## src/design/velocity_profile_defs.svh

```systemverilog
// constants for the velocity profile generator
// assumes inclusion by the package and by the generator module
`ifndef VELOCITY_PROFILE_DEFS_SVH
`define VELOCITY_PROFILE_DEFS_SVH
`define VPG_COUNT_WIDTH   8
`define VPG_COUNT_RESET   8'h00
`define VPG_TARGET_RESET  8'h00
`endif

```

## src/design/velocity_profile_pkg.sv

```systemverilog
// types shared by the velocity profile generator
// assumes the defs header is on the include path
`include "velocity_profile_defs.svh"
package velocity_profile_pkg;
   typedef enum logic [1:0] {
      ph_idle,
      ph_accel,
      ph_decel_one,
      decel_stage_two
   } phase_t;
endpackage

```

## src/design/velocity_profile_generator.sv

```systemverilog
// velocity profile generator: target register, ramp counter, comparator, done flags
// assumes host strobes are one-cycle pulses synchronous to sys_clk
`timescale 1ns/1ps
`include "velocity_profile_defs.svh"
module velocity_profile_generator
   import velocity_profile_pkg::*;
#(
   parameter int WIDTH = `VPG_COUNT_WIDTH
) (
   // clock and reset
   input  wire logic             sys_clk,
   input  wire logic             rst,
   // host target load
   input  wire logic             target_load,
   input  wire logic [WIDTH-1:0] target_data,
   // host commands
   input  wire logic             accel_cmd,
   input  wire logic             decel_cmd,
   input  wire logic             clear_cmd,
   // conversion clock tick
   input  wire logic             conv_tick,
   // converter code
   output logic [WIDTH-1:0]      dac_code,
   // status
   output logic [WIDTH-1:0]      target_value,
   output logic                  counting,
   output logic                  accel_done_irq,
   output logic                  decel_first_done_irq,
   output logic                  decel_final_done_irq
);
   phase_t           phase_q;
   phase_t           phase_d;
   logic [WIDTH-1:0] target_q;
   logic [WIDTH-1:0] target_d;
   logic             irq1_q;
   logic             irq1_d;
   logic             irq2_q;
   logic             irq2_d;
   logic             irq3_q;
   logic             irq3_d;
   logic             up_mode_q;
   logic             up_mode_d;
   logic             run;
   logic             match;
   logic             zero_load;
   logic [WIDTH-1:0] count;

   if (WIDTH != 8) begin : g_width_check
      $error("comparator and converter are eight bits wide");
   end

   assign run       = (phase_q != ph_idle);
   assign match     = run && (count == target_q);
   assign zero_load = accel_cmd;

   ramp_counter #(
      .WIDTH (WIDTH)
   ) u_counter (
      .sys_clk   (sys_clk),
      .rst       (rst),
      .zero_load (zero_load),
      .run       (run && !match),
      .count_up  (up_mode_q),
      .tick      (conv_tick),
      .count     (count)
   );

   // phase sequencing; a second decelerate after stage one enters stage two
   always_comb begin
      phase_d   = phase_q;
      up_mode_d = up_mode_q;
      if (accel_cmd) begin
         phase_d   = ph_accel;
         up_mode_d = 1'b1;
      end else if (decel_cmd) begin
         phase_d   = irq2_q ? decel_stage_two : ph_decel_one;
         up_mode_d = 1'b0;
      end else if (match) begin
         phase_d = ph_idle;
      end
   end

   // target register; automatic clear on first deceleration match
   always_comb begin
      target_d = target_q;
      if (match && phase_q == ph_decel_one) begin
         target_d = '0;
      end else if (target_load) begin
         target_d = target_data;
      end
   end

   // sticky done flags; the set wins over a clear in the same cycle
   always_comb begin
      irq1_d = clear_cmd ? 1'b0 : irq1_q;
      irq2_d = clear_cmd ? 1'b0 : irq2_q;
      irq3_d = clear_cmd ? 1'b0 : irq3_q;
      case (phase_q)
         ph_accel:        if (match) irq1_d = 1'b1;
         ph_decel_one:    if (match) irq2_d = 1'b1;
         decel_stage_two: if (match) irq3_d = 1'b1;
         default:         ;
      endcase
   end

   always_ff @(posedge sys_clk) begin
      if (rst) begin
         phase_q   <= ph_idle;
         up_mode_q <= 1'b0;
         target_q  <= `VPG_TARGET_RESET;
         irq1_q    <= 1'b0;
         irq2_q    <= 1'b0;
         irq3_q    <= 1'b0;
      end else begin
         phase_q   <= phase_d;
         up_mode_q <= up_mode_d;
         target_q  <= target_d;
         irq1_q    <= irq1_d;
         irq2_q    <= irq2_d;
         irq3_q    <= irq3_d;
      end
   end

   assign dac_code             = count;
   assign target_value         = target_q;
   assign counting             = run;
   assign accel_done_irq       = irq1_q;
   assign decel_first_done_irq = irq2_q;
   assign decel_final_done_irq = irq3_q;
endmodule

```

## src/design/ramp_counter.sv

```systemverilog
// up/down ramp counter that steps once per conversion tick
// assumes tick is a one-cycle pulse synchronous to sys_clk
`timescale 1ns/1ps
module ramp_counter
   import velocity_profile_pkg::*;
#(
   parameter int WIDTH = 8
) (
   // clock and reset
   input  wire logic             sys_clk,
   input  wire logic             rst,
   // control
   input  wire logic             zero_load,
   input  wire logic             run,
   input  wire logic             count_up,
   input  wire logic             tick,
   // value
   output logic [WIDTH-1:0]      count
);
   logic [WIDTH-1:0] count_q;
   logic [WIDTH-1:0] count_d;

   if (WIDTH < 1) begin : g_width_check
      $error("ramp_counter width must be positive");
   end

   always_comb begin
      count_d = count_q;
      if (zero_load) begin
         count_d = '0;
      end else if (run && tick) begin
         count_d = count_up ? count_q + 1'b1 : count_q - 1'b1;
      end
   end

   always_ff @(posedge sys_clk) begin
      if (rst) begin
         count_q <= '0;
      end else begin
         count_q <= count_d;
      end
   end

   assign count = count_q;
endmodule

```

## config.mk

```make
export PLATFORM = sky130hd
export DESIGN_NAME = velocity_profile_generator
export DESIGN_NICKNAME = d
export VERILOG_FILES = /design/src/design/velocity_profile_pkg.sv /design/src/design/velocity_profile_generator.sv /design/src/design/ramp_counter.sv
export VERILOG_INCLUDE_DIRS = /design/src /design/src/design
export SDC_FILE = /design/constraint.sdc
export NUM_CORES = 1
export LEC_CHECK = 0
export ABC_AREA = 1
export BUFFER_PORTS_ARGS = -buffer_cell sky130_fd_sc_hd__buf_2
export CAP_MARGIN = 25
export CORE_MARGIN = 2
export CORE_UTILIZATION = 52
export CTS_CLUSTER_SIZE = 10
export DETAILED_ROUTE_END_ITERATION = 10
export PLACE_DENSITY = 0.91
export SLEW_MARGIN = 0
export SYNTH_ARGS = -nofsm -noshare
export SYNTH_HDL_FRONTEND = slang
export SYNTH_SLANG_ARGS = --single-unit
export TNS_END_PERCENT = 10
```

## constraint.sdc

```tcl
create_clock -name sys_clk -period 1.8 [get_ports sys_clk]
set_input_delay 0 -clock sys_clk [delete_from_list [all_inputs] [get_ports sys_clk]]
set_output_delay 0 -clock sys_clk [all_outputs]
set_load 0.02 [all_outputs]
```

==> metrics.yaml <==
outcome:
  status: "finished clean"
final_layout:
  diodes: 0
  stdcell_count: 269
  nFillCells: 210
  drive_above_1_share: 0.205
  most-common-layout-cells: "nand2_1 (48), buf_2 (34), nor2_1 (27)"
  final_common_cell: "nand2_1"
  area_growth_pct: 27.4
  nNetsFinal: 262
worst_setup_path:
  endpoint: "u_counter.count[4]"
  required_ns: 2.01
  crit_fanout: 7
  rr_worst_depth: 9
  r2r_start: "up_mode_q"
  start_kind: "register"
  cp-end-kind: "register"
  cp-startpoint: "up_mode_q"
  arrival_ns: 1.80
  critPathKind: "register to register"
  r2r_setup_slack_ns: 0.21
  regToRegEndpoint: "u_counter.count[4]"
timing:
  max-slew-margin-rel: 0.762
  rsz0062_at_grt: "no"
  tns_ns: 0
  skew_ns: 0.0104
  drv_slew: 0
  fmax_mhz: 629
  finalCritPeriodShare: 0.884
  setup_viol: 0
  worst_pin_slew_ns: 0.357
  finalHoldViolations: 0
  min_period_ns: 1.59
die:
  pin_count: 35
  die_area_mm2: 0.00298
  start_util: 0.542
  rows: 18
  dieWidth_um: 54.6
  die_h_um: 54.6
  core_mm2: 0.00245
run:
  drv_cap: 0
detailed_routing:
  ant_nets: 0
  remaining_drc_errors: 0
  drt_wl_total_um: 3040
  vias_per_cell: 4.94
  drt_iter0_drc: 27
  firstDrtPassIters: 6
  vias: 1328
  wl_per_cell_um: 11.3
synthesis:
  synthCells: 192
  synth-seq-cells: 22
  synth_area_mm2: 0.00133
  yosysWarnings: 0
  ys_types: 24
  syn-num-nets: 214
  syn_area_per_cell_um2: 6.93
  synth-seq-area-share: 0.331
clocking:
  cts.clk_slew.worst_paths_ns: 0.13
  clock_sinks: 22
  insertion_delay_ns: 0.31
  cts_setup_buffers: 0
  cts-buffers-inserted: 3
  cts_tree: "yes"
  cts_root_buf: "clkbuf_4"
  cts_buffer_depth: 2
  cts_htree_levels: 1
power_and_ir_drop:
  power_density_mw_per_mm2: 748
  p_total_mw: 1.27
  worst_ir_drop_vdd_v: 0.000735
  p_leak_nw: 0.888
hold_path:
  hp-class: "primary input to register"
  worstHoldPathCells: 3
place:
  portBuffers: 34
  place_inst: 253
  detailed_place_hpwl_um: 2110
  place_congestion: 0.920
global_routing:
  grt-ovfl-total: 0
  grt_max_degree: 18
  antenna_found_initial: 0
  grt_pass1_vias: 1203
  grt_pass1_wl_um: 4760
  grtUsageTotal: 0.222
-- cell families (layout without fill, tap and decap cells) --
family	after synthesis	count (layout)	share of synthesized area
compound gates	20	20	0.0790
flops	22	22	0.331
mux	5	5	0.0376
buf+inv	30	77	0.0912
xor+xnor	9	9	0.0649
simple gates	99	99	0.325
fa+ha+maj	7	7	0.0715
-- worst min path at each step --
| stage | startpoint | end | slack [ns] |
|---|---|---|---|
| after floorplan | accel_cmd | up_mode_q | 0.12 |
| after global placement | target_data[0] | target_value[0] | 0.24 |
| after detailed placement | accel_cmd | up_mode_q | 0.26 |
| after CTS | target_load | target_value[4] | 0.11 |
| after global routing | target_load | target_value[4] | 0.11 |
| final | target_load | target_value[4] | 0.11 |
-- critical path: stages (launching register included) --
cell	delay (ns)
dfxtp_1	0.40
inv_2	0.10
fa_1	0.41
nand2_1	0.08
nand2_1	0.06
nand2_1	0.07
xor2_1	0.18
nand3_2	0.08
nand2_1	0.06
nor2_1	0.04
-- metal layers --
layer,vias to the layer above,GRT usage,routed length [um]
li1,694,-,-
met1,587,0.235,1250
met2,39,0.442,1600
met3,8,0.0437,132
met4,0,0.0542,56
met5,-,0,0
-- power breakdown --
group          switching (mW)  leakage (nW)  internal, mW
clock network           0.159        0.0279         0.225
registers              0.0267         0.180         0.511
logic                   0.207         0.680         0.139
-- cells in the mapped netlist --
cell      number  area [um2]
a21o_1         1        7.51
buf_6          1        11.3
xnor2_1        6        52.6
nor2_2         3        18.8
nand3_2        1        10.0
nand3_1       12        60.1
nand3b_1       1        7.51
xnor2_2        1        16.3
nand2_2        2        12.5
inv_1         26        97.6
mux2i_1        5        50.1
nor2_4         1        11.3
nand2_4        1        11.3
a21oi_1       18        90.1
a21boi_0       1        7.51
clkbuf_1       2        7.51
buf_2          1        5.00
nand4_1        3        18.8
nand2_1       48         180
ha_1           6        75.1
fa_1           1        20.0
nor2_1        27         101
xor2_1         2        17.5
dfxtp_1       22         440
-- metrics by stage --
step,worst slack [ns],utilization,area [um2],hold WS (ns)
finish,0.209,0.690,1690,0.108
floorplan,0.283,-,1330,0.117
global placement,0.246,0.620,1520,0.245
detailed placement,0.186,0.620,1520,0.258
CTS,0.154,0.690,1690,0.107
global route,0.0581,0.690,1690,0.108
-- layout make-up --
cell class / instances / area, um2 / area share
well taps: 30 / 37.5 / 0.0222
inverters: 26 / 97.6 / 0.0576
clock inverters: 1 / 30.0 / 0.0177
multi-input cells: 140 / 768 / 0.453
clock buffers: 3 / 22.5 / 0.0133
repair buffers: 47 / 298 / 0.176
flip-flops and latches: 22 / 440 / 0.260
-- sequential cells by signal, indices dropped and copies added, names as in the netlist --
register              cells
accel_done_irq            1
phase_q                   2
u_counter.count           8
up_mode_q                 1
decel_first_done_irq      1
decel_final_done_irq      1
target_value              8
-- what timing repair did --
action | 4_1_cts | 5_1_grt
endpoints found under the hold margin | 13 | 0
hold buffers | 12 | 0
endpoints found under the setup margin | 0 | 2
gates resized for setup | 0 | 1
No activity file was read; power rests on OpenSTA's default activity.
